==> src/core/pipe_mac_pkg.sv <==
package pipe_mac_pkg;
   // Register byte offsets (chosen map)
   localparam logic [7:0] CTRL_OFS   = 8'h00;
   localparam logic [7:0] TXCTL_OFS  = 8'h04;
   localparam logic [7:0] TXDATA_OFS = 8'h08;
   localparam logic [7:0] COEFF_OFS  = 8'h0C;
   localparam logic [7:0] EQ_OFS     = 8'h10;
   localparam logic [7:0] RXSTAT_OFS = 8'h14;
   localparam logic [7:0] RXDATA_OFS = 8'h18;
   localparam logic [7:0] SIM_OFS    = 8'h1C;

   // CTRL fields
   localparam int PWR_LSB    = 0;
   localparam int RATE_LSB   = 2;
   localparam int MARGIN_LSB = 4;
   localparam int SWING_BIT  = 7;
   localparam int POL_BIT    = 8;
   localparam int DET_BIT    = 9;
   localparam int IDLE_BIT   = 10;
   localparam int COMPL_BIT  = 11;
   localparam int GEN3_BIT   = 12;

   // TXCTL fields; writing TXDATA launches one beat with these
   localparam int DATAK_LSB  = 0;
   localparam int SYNC_LSB   = 4;
   localparam int BLKST_LSB  = 8;
   localparam int SKIP_BIT   = 12;
   localparam int DEEMP_BIT  = 13;

   // EQ fields
   localparam int EVAL_BIT   = 0;
   localparam int INPROG_BIT = 1;
   localparam int PRESET_LSB = 4;
   localparam int LIMIT_LSB  = 8;

   localparam logic [31:0] CTRL_RST = 32'h0000_0480;
   localparam logic [1:0]  PWR_P1   = 2'h2;

   localparam logic [1:0] SYNC_OS   = 2'h1;
   localparam logic [1:0] SYNC_DATA = 2'h2;
   localparam logic [1:0] RATE_G1   = 2'h0;
   localparam logic [1:0] RATE_G2   = 2'h1;
   localparam logic [1:0] RATE_G3   = 2'h2;
   localparam logic [1:0] FB_INC    = 2'h1;
   localparam logic [1:0] FB_DEC    = 2'h2;

   localparam logic [1:0] RESP_OKAY   = 2'h0;
   localparam logic [1:0] RESP_SLVERR = 2'h2;
endpackage

==> src/core/pipe_mac_phy_interface.sv <==
// Functional notes
// [RULE1] One control flag per transmit byte
// [RULE2] PHY sends compliance pattern, negative disparity
// [RULE3] PHY idles lanes during electrical idle request
// [RULE4] Detect request starts receiver detection or loopback
// [RULE5] Two-bit power state selects P0..P2
// [RULE6] Voltage margin from link control 2
// [RULE7] De-emphasis taken from partner training sets
// [RULE8] Swing high full, low half
// [RULE9] Sync header 01 ordered set, 10 data
// [RULE10] Block start marks new transmit block
// [RULE11] Data-skip low one clock drops data
// [RULE12] Rate 00 Gen1, 01 Gen2, 1X Gen3
// [RULE13] Polarity request inverts PHY receive decoder
// [RULE14] Coefficients pre 5:0, main 11:6, post 17:12
// [RULE15] Eval request, phystatus completes, drop aborts
// [RULE16] Invalid flag holds until next eval request
// [RULE17] PHY receive control flags per byte
// [RULE18] PHY status signals operation completion
// [RULE19] Receive valid only with symbol lock
// [RULE20] Receive data-skip low drops receive data
// [RULE21] Feedback two bits per cursor, inc/dec
// [RULE22] Simulation mode reports training state
// [RULE23] All interface signals synchronous to clock
//
// Local design decisions: the register offsets and the AXI4-Lite register port.
module pipe_mac_phy_interface #(
   parameter int COEF_W = 6
) (
   // Clock and reset
   input  wire logic                aclk,
   input  wire logic                aresetn,
   // AXI4-Lite slave
   input  wire logic [7:0]          s_axi_awaddr,
   input  wire logic                s_axi_awvalid,
   output logic                     s_axi_awready,
   input  wire logic [31:0]         s_axi_wdata,
   input  wire logic [3:0]          s_axi_wstrb,
   input  wire logic                s_axi_wvalid,
   output logic                     s_axi_wready,
   output logic [1:0]               s_axi_bresp,
   output logic                     s_axi_bvalid,
   input  wire logic                s_axi_bready,
   input  wire logic [7:0]          s_axi_araddr,
   input  wire logic                s_axi_arvalid,
   output logic                     s_axi_arready,
   output logic [31:0]              s_axi_rdata,
   output logic [1:0]               s_axi_rresp,
   output logic                     s_axi_rvalid,
   input  wire logic                s_axi_rready,
   // Partner de-emphasis indication from training sets
   input  wire logic                ts_deemp,
   // PIPE transmit and control
   output logic [31:0]              txdata,
   output logic [3:0]               txdatak,
   output logic                     txcompl,
   output logic                     txelecidle,
   output logic                     txdetectrx,
   output logic [1:0]               powerdown,
   output logic [2:0]               txmargin,
   output logic                     txdeemp,
   output logic                     txswing,
   output logic [1:0]               txsynchd,
   output logic [3:0]               txblkst,
   output logic                     txdataskip,
   output logic [1:0]               rate,
   output logic                     rxpolarity,
   output logic [2:0]               currentrxpreset,
   output logic [3*COEF_W-1:0]      currentcoeff,
   output logic                     rxeqeval,
   output logic                     rxeqinprogress,
   output logic                     invalidreq,
   // PIPE receive
   input  wire logic [31:0]         rxdata,
   input  wire logic [3:0]          rxdatak,
   input  wire logic                phystatus,
   input  wire logic                rxvalid,
   input  wire logic [2:0]          rxstatus,
   input  wire logic                rxelecidle,
   input  wire logic [1:0]          rxsynchd,
   input  wire logic [3:0]          rxblkst,
   input  wire logic                rxdataskip,
   input  wire logic [5:0]          dirfeedback,
   // Simulation reporting
   input  wire logic                simu_mode_pipe,
   output logic [1:0]               sim_pipe_rate,
   output logic [5:0]               sim_ltssmstate
);

   ////////////////////////////////////////////////////////////////////////////////
   // Receive inputs: synchronous to the PIPE clock, so sampled directly
   logic [31:0]       ctrl_q;
   logic [31:0]       txctl_q;
   logic [31:0]       txword_q;
   logic              tx_launch_q;
   logic [3*COEF_W-1:0] coeff_q;
   logic [31:0]       eq_q;
   logic [31:0]       rxword_q;
   logic [15:0]       rxstat_q;
   logic              eval_done_q;
   logic              eval_abort_q;
   logic              inval_q;
   logic [5:0]        ltssm_q;

   ////////////////////////////////////////////////////////////////////////////////
   // AXI4-Lite write path: address and data accepted in either order
   logic              aw_held_q, w_held_q;
   logic [7:0]        awaddr_q;
   logic [31:0]       wdata_q;
   logic [3:0]        wstrb_q;
   logic              wr_fire;
   assign wr_fire = aw_held_q && w_held_q && !s_axi_bvalid;

   function automatic logic [31:0] merge(input logic [31:0] old, input logic [31:0] nw,
                                         input logic [3:0] be);
      logic [31:0] r;
      r = old;
      for (int i = 0; i < 4; i++) begin
         if (be[i]) begin
            r[8*i +: 8] = nw[8*i +: 8];
         end
      end
      return r;
   endfunction

   function automatic logic known(input logic [7:0] a);
      // The map is dense and word aligned from the first to the last offset
      return a <= pipe_mac_pkg::SIM_OFS && a[1:0] == 2'h0;
   endfunction

   always_ff @(posedge aclk) begin
      if (!aresetn) begin
         aw_held_q     <= 1'b0;
         w_held_q      <= 1'b0;
         awaddr_q      <= 8'h00;
         wdata_q       <= 32'h0000_0000;
         wstrb_q       <= 4'h0;
         s_axi_awready <= 1'b0;
         s_axi_wready  <= 1'b0;
         s_axi_bvalid  <= 1'b0;
         s_axi_bresp   <= pipe_mac_pkg::RESP_OKAY;
      end else begin
         s_axi_awready <= !aw_held_q && !s_axi_awready;
         s_axi_wready  <= !w_held_q && !s_axi_wready;
         if (s_axi_awvalid && s_axi_awready) begin
            aw_held_q     <= 1'b1;
            awaddr_q      <= s_axi_awaddr;
            s_axi_awready <= 1'b0;
         end
         if (s_axi_wvalid && s_axi_wready) begin
            w_held_q     <= 1'b1;
            wdata_q      <= s_axi_wdata;
            wstrb_q      <= s_axi_wstrb;
            s_axi_wready <= 1'b0;
         end
         if (wr_fire) begin
            aw_held_q    <= 1'b0;
            w_held_q     <= 1'b0;
            s_axi_bvalid <= 1'b1;
            s_axi_bresp  <= known(awaddr_q) ? pipe_mac_pkg::RESP_OKAY
                                            : pipe_mac_pkg::RESP_SLVERR;
         end else if (s_axi_bvalid && s_axi_bready) begin
            s_axi_bvalid <= 1'b0;
         end
      end
   end

   ////////////////////////////////////////////////////////////////////////////////
   // Register writes
   always_ff @(posedge aclk) begin
      if (!aresetn) begin
         ctrl_q      <= pipe_mac_pkg::CTRL_RST;
         txctl_q     <= 32'h0000_1000;
         txword_q    <= 32'h0000_0000;
         tx_launch_q <= 1'b0;
         coeff_q     <= '0;
         eq_q        <= 32'h0000_0000;
         ltssm_q     <= 6'h00;
      end else begin
         tx_launch_q <= 1'b0;
         if (wr_fire) begin
            case (awaddr_q)
               pipe_mac_pkg::CTRL_OFS:   ctrl_q  <= merge(ctrl_q, wdata_q, wstrb_q);
               pipe_mac_pkg::TXCTL_OFS:  txctl_q <= merge(txctl_q, wdata_q, wstrb_q);
               pipe_mac_pkg::TXDATA_OFS: begin
                  txword_q    <= merge(txword_q, wdata_q, wstrb_q);
                  tx_launch_q <= 1'b1;
               end
               pipe_mac_pkg::COEFF_OFS:  coeff_q <= wdata_q[3*COEF_W-1:0];
               pipe_mac_pkg::EQ_OFS:     eq_q    <= merge(eq_q, wdata_q, wstrb_q);
               pipe_mac_pkg::SIM_OFS:    ltssm_q <= wdata_q[5:0];
               default: ;
            endcase
         end
      end
   end

   ////////////////////////////////////////////////////////////////////////////////
   // PIPE transmit outputs, all registered on aclk [RULE23]
   always_ff @(posedge aclk) begin
      if (!aresetn) begin
         txdata     <= 32'h0000_0000;
         txdatak    <= 4'h0;
         txsynchd   <= 2'h0;
         txblkst    <= 4'h0;
         txdataskip <= 1'b1;
      end else if (tx_launch_q) begin
         txdata     <= txword_q;
         txdatak    <= txctl_q[pipe_mac_pkg::DATAK_LSB +: 4];               // [RULE1]
         // Gen3 headers only; zero when Gen3 is off
         txsynchd   <= ctrl_q[pipe_mac_pkg::GEN3_BIT]
                       ? txctl_q[pipe_mac_pkg::SYNC_LSB +: 2] : 2'h0;       // [RULE9]
         txblkst    <= ctrl_q[pipe_mac_pkg::GEN3_BIT]
                       ? txctl_q[pipe_mac_pkg::BLKST_LSB +: 4] : 4'h0;      // [RULE10]
         // Skip beat lasts exactly this one cycle
         txdataskip <= !(ctrl_q[pipe_mac_pkg::GEN3_BIT]
                         && txctl_q[pipe_mac_pkg::SKIP_BIT]);              // [RULE11]
      end else begin
         txblkst    <= 4'h0;                                                // [RULE10]
         txdataskip <= 1'b1;                                                // [RULE11]
      end
   end

   always_ff @(posedge aclk) begin
      if (!aresetn) begin
         txcompl    <= 1'b0;
         txelecidle <= 1'b1;
         txdetectrx <= 1'b0;
         powerdown  <= pipe_mac_pkg::PWR_P1;
         txmargin   <= 3'h0;
         txswing    <= 1'b1;
         rate       <= pipe_mac_pkg::RATE_G1;
         rxpolarity <= 1'b0;
         txdeemp    <= 1'b0;
      end else begin
         txcompl    <= ctrl_q[pipe_mac_pkg::COMPL_BIT];                     // [RULE2]
         txelecidle <= ctrl_q[pipe_mac_pkg::IDLE_BIT];                      // [RULE3]
         txdetectrx <= ctrl_q[pipe_mac_pkg::DET_BIT];                       // [RULE4]
         powerdown  <= ctrl_q[pipe_mac_pkg::PWR_LSB +: 2];                  // [RULE5]
         txmargin   <= ctrl_q[pipe_mac_pkg::MARGIN_LSB +: 3];               // [RULE6]
         txswing    <= ctrl_q[pipe_mac_pkg::SWING_BIT];                     // [RULE8]
         // Gen3 request folds to 2'b10 so the X bit is always defined
         rate       <= ctrl_q[pipe_mac_pkg::RATE_LSB + 1] ? pipe_mac_pkg::RATE_G3
                       : ctrl_q[pipe_mac_pkg::RATE_LSB +: 2];               // [RULE12]
         rxpolarity <= ctrl_q[pipe_mac_pkg::POL_BIT];                       // [RULE13]
         // Partner's training-set indication rules; software cannot override
         txdeemp    <= ts_deemp;                                            // [RULE7]
      end
   end

   ////////////////////////////////////////////////////////////////////////////////
   // Equalization handshake and coefficients
   function automatic logic fb_bad(input logic [1:0] fb, input logic [COEF_W-1:0] c,
                                   input logic [COEF_W-1:0] lim);
      return (fb == pipe_mac_pkg::FB_INC && c >= lim) ||
             (fb == pipe_mac_pkg::FB_DEC && c == '0) || fb == 2'h3;
   endfunction

   logic fb_invalid;
   always_comb begin
      fb_invalid = 1'b0;
      for (int k = 0; k < 3; k++) begin
         fb_invalid = fb_invalid | fb_bad(dirfeedback[2*k +: 2], coeff_q[COEF_W*k +: COEF_W],
                                          eq_q[pipe_mac_pkg::LIMIT_LSB +: COEF_W]); // [RULE21]
      end
   end

   always_ff @(posedge aclk) begin
      if (!aresetn) begin
         rxeqeval        <= 1'b0;
         rxeqinprogress  <= 1'b0;
         currentrxpreset <= 3'h0;
         currentcoeff    <= '0;
         invalidreq      <= 1'b0;
         eval_done_q     <= 1'b0;
         eval_abort_q    <= 1'b0;
         inval_q         <= 1'b0;
      end else begin
         currentcoeff    <= coeff_q;                                        // [RULE14]
         currentrxpreset <= eq_q[pipe_mac_pkg::PRESET_LSB +: 3];
         rxeqinprogress  <= eq_q[pipe_mac_pkg::INPROG_BIT];
         rxeqeval        <= eq_q[pipe_mac_pkg::EVAL_BIT] && !eval_done_q;   // [RULE15]
         // Completion seen while the request is up ends it
         if (rxeqeval && phystatus) begin
            eval_done_q <= 1'b1;                                            // [RULE18]
            rxeqeval    <= 1'b0;
            if (rxvalid && fb_invalid) begin                                // [RULE19]
               inval_q <= 1'b1;
            end
         end else if (!eq_q[pipe_mac_pkg::EVAL_BIT]) begin
            eval_done_q <= 1'b0;
            if (rxeqeval) begin
               eval_abort_q <= 1'b1;                                        // [RULE15]
            end
         end
         if (!rxeqeval && eq_q[pipe_mac_pkg::EVAL_BIT] && !eval_done_q) begin
            eval_abort_q <= 1'b0;
            inval_q      <= 1'b0;                                           // [RULE16]
         end
         invalidreq <= inval_q;                                             // [RULE16]
      end
   end

   ////////////////////////////////////////////////////////////////////////////////
   // Receive capture: skipped cycles and unlocked data are dropped
   always_ff @(posedge aclk) begin
      if (!aresetn) begin
         rxword_q <= 32'h0000_0000;
         rxstat_q <= 16'h0000;
      end else begin
         if (rxvalid && rxdataskip) begin                                   // [RULE19] [RULE20]
            rxword_q <= rxdata;
            rxstat_q[3:0] <= rxdatak;                                       // [RULE17]
            rxstat_q[7:4] <= rxblkst;
            rxstat_q[9:8] <= rxsynchd;                                      // [RULE9]
         end
         rxstat_q[15:10] <= {phystatus, rxvalid, rxelecidle, rxstatus};
      end
   end

   ////////////////////////////////////////////////////////////////////////////////
   // Simulation reporting
   always_ff @(posedge aclk) begin
      if (!aresetn) begin
         sim_pipe_rate  <= pipe_mac_pkg::RATE_G1;
         sim_ltssmstate <= 6'h00;
      end else if (simu_mode_pipe) begin                                    // [RULE22]
         sim_pipe_rate  <= rate;
         sim_ltssmstate <= ltssm_q;
      end
   end

   ////////////////////////////////////////////////////////////////////////////////
   // AXI4-Lite read path
   always_ff @(posedge aclk) begin
      if (!aresetn) begin
         s_axi_arready <= 1'b0;
         s_axi_rvalid  <= 1'b0;
         s_axi_rdata   <= 32'h0000_0000;
         s_axi_rresp   <= pipe_mac_pkg::RESP_OKAY;
      end else begin
         s_axi_arready <= !s_axi_rvalid && !s_axi_arready;
         if (s_axi_arvalid && s_axi_arready) begin
            s_axi_arready <= 1'b0;
            s_axi_rvalid  <= 1'b1;
            s_axi_rresp   <= known(s_axi_araddr) ? pipe_mac_pkg::RESP_OKAY
                                                 : pipe_mac_pkg::RESP_SLVERR;
            case (s_axi_araddr)
               pipe_mac_pkg::CTRL_OFS:   s_axi_rdata <= ctrl_q;
               pipe_mac_pkg::TXCTL_OFS:  s_axi_rdata <= {txctl_q[31:14], txdeemp,
                                                         txctl_q[12:0]};
               pipe_mac_pkg::TXDATA_OFS: s_axi_rdata <= txword_q;
               pipe_mac_pkg::COEFF_OFS:  s_axi_rdata <= {{(32-3*COEF_W){1'b0}}, coeff_q};
               pipe_mac_pkg::EQ_OFS:     s_axi_rdata <= {eq_q[31:16], 10'h000, dirfeedback};
               pipe_mac_pkg::RXSTAT_OFS: s_axi_rdata <= {13'h0000, invalidreq, eval_abort_q,
                                                         eval_done_q, rxstat_q};
               pipe_mac_pkg::RXDATA_OFS: s_axi_rdata <= rxword_q;
               pipe_mac_pkg::SIM_OFS:    s_axi_rdata <= {24'h00_0000, sim_pipe_rate,
                                                         sim_ltssmstate};
               default:                  s_axi_rdata <= 32'h0000_0000;
            endcase
         end else if (s_axi_rvalid && s_axi_rready) begin
            s_axi_rvalid <= 1'b0;
         end
      end
   end

endmodule

==> config.mk <==
export PLATFORM = sky130hd
export DESIGN_NAME = pipe_mac_phy_interface
export DESIGN_NICKNAME = d
export VERILOG_FILES = /design/src/core/pipe_mac_pkg.sv /design/src/core/pipe_mac_phy_interface.sv
export SDC_FILE = /design/constraint.sdc
export NUM_CORES = 1
export LEC_CHECK = 0
export ABC_AREA = 1
export BUFFER_PORTS_ARGS = -buffer_cell sky130_fd_sc_hd__buf_2
export CORE_MARGIN = 5
export CORE_UTILIZATION = 45
export CTS_CLUSTER_DIAMETER = 80
export DETAILED_ROUTE_END_ITERATION = 10
export HOLD_SLACK_MARGIN = 0.08
export PLACE_DENSITY = 0.66
export SLEW_MARGIN = 20
export SYNTH_ARGS = -nofsm -noshare
export SYNTH_HDL_FRONTEND = slang
export SYNTH_SLANG_ARGS = --single-unit
==> constraint.sdc <==
create_clock -name aclk -period 4.2 [get_ports aclk]
set_input_delay 0.42 -clock aclk [delete_from_list [all_inputs] [get_ports aclk]]
set_output_delay 0.42 -clock aclk [all_outputs]
set_load 0.02 [all_outputs]
-- Yosys cells after proc, flatten, opt, wreduce, memory -nomap -nowiden
Index checks and enable logic that the tools add are counted.
- magnitude comparators: 5
- equality and inequality tests: 22
- muxes and demuxes: 12
- bitwise logic cells: 5
- reductions and logical operators: 80
- operator list (cell ; count):
    $pmux W32 S8 ; 1
    $reduce_and A3 Y1 ; 18
    $eq A8 B5 Y1 const B ; 6
    $eq A8 B4 Y1 const B ; 4
    $logic_and A1 B1 Y1 ; 25
    $ge A6 B6 Y1 ; 3
    $logic_not A6 Y1 ; 3
    $eq A8 B3 Y1 const B ; 2
    $le A8 B5 Y1 const B ; 2
    $logic_not A8 Y1 ; 2
    $reduce_or A2 Y1 ; 7
    $eq A2 B2 Y1 const B ; 6
    $logic_not A1 Y1 ; 10
    $reduce_and A2 Y1 ; 5
    $mux W2 ; 4
    $mux W1 ; 7
    $eq A2 B1 Y1 const B ; 3
    $logic_or A1 B1 Y1 ; 6
    $logic_not A2 Y1 ; 2
    $reduce_bool A2 Y1 ; 2
    $not A1 Y1 ; 3
    $ne A2 B1 Y1 const B ; 1
    $or A1 B1 Y1 ; 2
- bits in registers: 376
- bits of input ports: 116
- output and inout bits: 129
- logic and storage cells: 184

-- Depth between registers and ports, before layout
- depth in word-level cells: 8
- mapped depth: 12
- gate-level depth less buffers: 12

-- Worst setup path before layout
Ideal clock, no wire load.
- path type: input port to flip-flop
- from: in s_axi_araddr[7]
- to: reg s_axi_rdata[22]
- setup time: 70 ps
- data arrival time: 1529 ps
- data required time: 4130 ps
- setup slack: 2601 ps
- stages: 9
- buffers on the path: 2
- path through: nor2_1 -> nand3_1 -> nor2_1 -> buf_2 -> clkbuf_1 -> nand2_1 -> nand3_1 -> o21bai_1 -> a21oi_1
- longest elaborated chain between the ends: 2
- elaborated cells between the ends (all ways): 9
- those cells by class: 7 x eq/ne; 1 x mux; 1 x reduce/logical
- RTL lines (element ; RTL line ; text):
    from (decl) ; pipe_mac_phy_interface.sv:44 ; input wire logic [7:0] s_axi_araddr,
    $eq A8 B5 Y1, or another cell as far along ; pipe_mac_phy_interface.sv:348 ; case (s_axi_araddr)
    $pmux W32 S8 * ; pipe_mac_phy_interface.sv:348 ;
    to (signal assigned) ; pipe_mac_phy_interface.sv:349 ; pipe_mac_pkg::CTRL_OFS: s_axi_rdata <= ctrl_q;
    to (signal assigned) ; pipe_mac_phy_interface.sv:350 ; pipe_mac_pkg::TXCTL_OFS: s_axi_rdata <= {txctl_q[31:14], txdeemp,
    to (signal assigned) ; pipe_mac_phy_interface.sv:352 ; pipe_mac_pkg::TXDATA_OFS: s_axi_rdata <= txword_q;
    to (decl) ; pipe_mac_phy_interface.sv:47 ; output logic [31:0] s_axi_rdata,
Every way passes the cells marked *; elsewhere a longest branch is shown, timed or not.
A chain may end at the register's enable or synchronous reset.

-- Worst setup path after layout
- from: in s_axi_araddr[0]
- to: reg s_axi_rdata[5]
The elaborated chain is that of the path after synthesis.

==> key figures <==
Outcome
  • Status: finished, final reports clean

Global route
  • All-layer global routing usage: 24.72%
  • First-pass GRT wire length: 70.98 mm
  • Vias in the first global route: 12.94k
  • Largest net degree at the start of global routing: 255
  • Initial antenna violation count: 1
  • GRT overflow: 0

Routing
  • Remaining DRCs: 0
  • Initial drt markers: 938
  • Vias per inst: 5.305
  • Via count: 13.47k
  • DRT antenna net count: 0
  • Drt wl/cell: 17.97 microns
  • Router iterations before antenna repair: 6
  • Final wirelength: 45.63 mm

Pwr
  • Sequential Power Share: 48.2%
  • Design Power: 7.531 mW
  • NetSw: 1.728 mW
  • LEAKAGE: 7.798 nW
  • PwrDens: 438.3 nW/um^2
  • Comb power frac: 5.2%
  • Sw Ratio: 22.94%
  • Clock share of power: 46.6%
  • Internal Power: 5.804 mW
  • Peak VDD IR: 0.0003275 V

Yosys
  • Yosys warns: 0
  • Mapped Area: 14440 sq um
  • Ys flop type: dfxtp_1
  • Number of synthesized flops with an enable pin: 0
  • Yosys reg bits: 371
  • Sequential share of the synthesized area: 51.44%
  • Library cells used by synthesis: 31
  • Mean post-synth cell area: 7.536 sq um
  • Mapped Cells: 1916
  • Async S/R FF share, synth: 0%

Worst setup path
  • Crit-path max FO: 22
  • Setup crit start kind: primary input
  • CP Cell Sequence: buf_2 -> inv_1 -> nand2_2 -> nor3_4 -> nand2_1 -> o21ai_0 -> nor2_1 -> nand2_1 -> nand2_1 -> a21oi_1
  • R2r startpoint: awaddr_q[7]$_SDFFE_PN0P_
  • CP max stage delay: 0.78 ns
  • Critical Path End Type: flop
  • Slowest CP cell: nor3_4
  • Crit path kind: primary input to flop
  • Crit path max-delay family: simple AND/OR/NAND/NOR gates
  • Worst Path Buf+Inv: 2
  • Critical Path Start: s_axi_araddr[0]
  • Most common cell on crit path: nand2_1
  • Worst EP required: 4.65 ns
  • CP arrival: 2.94 ns

Clock tree
  • Root buf cell: clkbuf_16
  • Post-CTS setup buffers: 0
  • CTS tree: done
  • Number of buffers on the longest clock path: 3
  • Total CTS buffers: 40
  • Cts repair resizes: 0
  • # clock sinks: 371
  • Clock Pin Slew Worst Setup and Hold Paths: 0.06 ns
  • Hold_buf cts: 5
  • Worst skew pair latency: 0.54 ns
  • H-tree levels: 2

Timing
  • Max frequency: 402.9 MHz
  • Final setup viols: 0
  • Slew HR: 25.64%
  • Worst clock skew: 0.02346 ns
  • Final Max Slew Viols: 0
  • Unrepaired setup endpoints after global routing: no
  • Sum of negative setup slack: 0 ns
  • Final worst-path cycle share: 59.09%
  • Crit path time final: 2.482 ns
  • Slew @ Worst Pin: 1.111 ns
  • Final Hold Violating Endpoints: 0

Finish
  • Area grow syn2layout: 19.00%
  • Final nets: 2242
  • Layout cells sized above 1: 15.68%
  • Fillers: 3020

Die
  • DIE HEIGHT: 189.1 microns
  • Ports: 245
  • Core area: 31640 sq um
  • Row count: 65
  • Die extent in x: 189.1 microns
  • Initial core utilization: 45.64%
  • Die area: 35770 sq um

Place
  • IO Port Bufs: 242
  • Dpl hpwl: 32.29 mm
  • Placer Congestion: 0.9120

Run
  • Max-cap violations: 0

Worst hold path
  • Hold path start: rxstatus[0]
  • Hold Crit Class: primary input to flop
stage by stage:
step	area, sq um	util, %	hold slack [ns]	instances	setup WS [ns]
global route	17180	54.30	0.1015	2539	1.623
finish	17180	54.31	0.1015	2540	1.718
CTS	17180	54.30	0.09203	2539	1.751
floorplan	14440	-	0.3753	1917	2.601
detailed placement	15820	50.00	0.4203	2463	1.243
global placement	15820	50.00	0.4236	2463	1.248
worst paths after layout:
| kind | slack, ns | depth (start not counted) | to |
|---|---|---|---|
| max | 1.72 | 10 | s_axi_rdata[5]$_SDFFE_PN0P_ |
| min | 0.10 | 3 | rxstat_q[10]$_SDFF_PN0_ |
| max reg2reg | 1.89 | 7 | txctl_q[7]$_SDFFE_PN0P_ |
| min reg2reg | 0.43 | 2 | rxeqinprogress$_SDFF_PN0_ |
logic make-up after synthesis:
group	count (synthesis)	synth area share, %
AND/OR/NAND/NOR	627	18.00
AO/OA/AOI/OAI	561	19.77
flip-flops	371	51.44
buffers and inverters	338	9.211
adder cells (fa/ha/maj)	18	1.560
other	1	0.02597
worst min-delay path, cell delays in order:
cell and delay, ns:
buf_2 0.09, nand2_1 0.05, inv_1 0.04
power by group through the flow:
stage / clock network (mW) / logic, mW / registers, mW
after global placement: 0 / 0.382 / 3.70
final: 3.51 / 0.393 / 3.63
after CTS: 3.56 / 0.392 / 3.63
after global routing: 3.71 / 0.439 / 3.63
after floorplan: 0 / 0.225 / 3.70
after detailed placement: 0 / 0.387 / 3.70
synth_stat cells, types with 10 or more instances:
library cell	number	area (sq um)
o21bai_1	12	90.09
o21ai_1	10	50.05
nand3_1	133	665.6
ha_1	18	225.2
a21oi_1	227	1136
buf_2	28	140.1
nor2_1	173	649.4
o21ai_0	303	1516
inv_1	221	829.6
nand2_1	297	1115
clkbuf_1	76	285.3
dfxtp_1	371	7427
area by class of cell:
class | instances | area [sq um] | share of cell area [%]
Tap cell | 402 | 503.0 | 2.927
Multi-Input combinational cell | 1208 | 5709 | 33.23
Sequential cell | 371 | 7427 | 43.22
Timing Repair Buffer | 260 | 1378 | 8.017
Clock buffer | 61 | 1201 | 6.990
Antenna cell | 1 | 2.502 | 0.01456
Clock inverter | 10 | 110.1 | 0.6408
Inverter | 227 | 852.1 | 4.959
state kept, by name (all words and copies together) (netlist names), 2 cells and up:
name and count:
awaddr_q 8, coeff_q 18, ctrl_q 32, currentcoeff 18
currentrxpreset 3, eq_q 27, ltssm_q 6, powerdown 2
rate 2, rxstat_q 16, rxword_q 32, s_axi_rdata 32
sim_ltssmstate 6, sim_pipe_rate 2, txblkst 4, txctl_q 31
txdata 32, txdatak 4, txmargin 3, txsynchd 2
txword_q 32, wdata_q 32, wstrb_q 4
cells in the final DEF (no fill, tap or decap), types with 3 or more instances in the layout:
| master | n |
|---|---|
| o21ai_0 | 303 |
| nand4_1 | 4 |
| nand2_2 | 4 |
| inv_1 | 221 |
| ha_1 | 18 |
| clkbuf_16 | 41 |
| buf_2 | 241 |
| nand3_1 | 133 |
| o21bai_1 | 12 |
| inv_2 | 4 |
| buf_4 | 12 |
| nor3_1 | 6 |
| clkbuf_1 | 10 |
| clkbuf_8 | 10 |
| o22ai_1 | 5 |
| a21oi_1 | 227 |
| nor3_4 | 3 |
| nor2_1 | 172 |
| nand2_1 | 295 |
| dlygate4sd3_1 | 5 |
| clkinv_2 | 5 |
| o21ai_1 | 10 |
| or2_2 | 3 |
| dfxtp_1 | 371 |
metal layers:
metal | track usage [%] | wire [microns]
met1 | 30.09 | 18460
met2 | 43.72 | 22700
met3 | 4.628 | 2765
met4 | 8.913 | 1710
met5 | 0 | 0
Power figures use the tool's default switching activity.
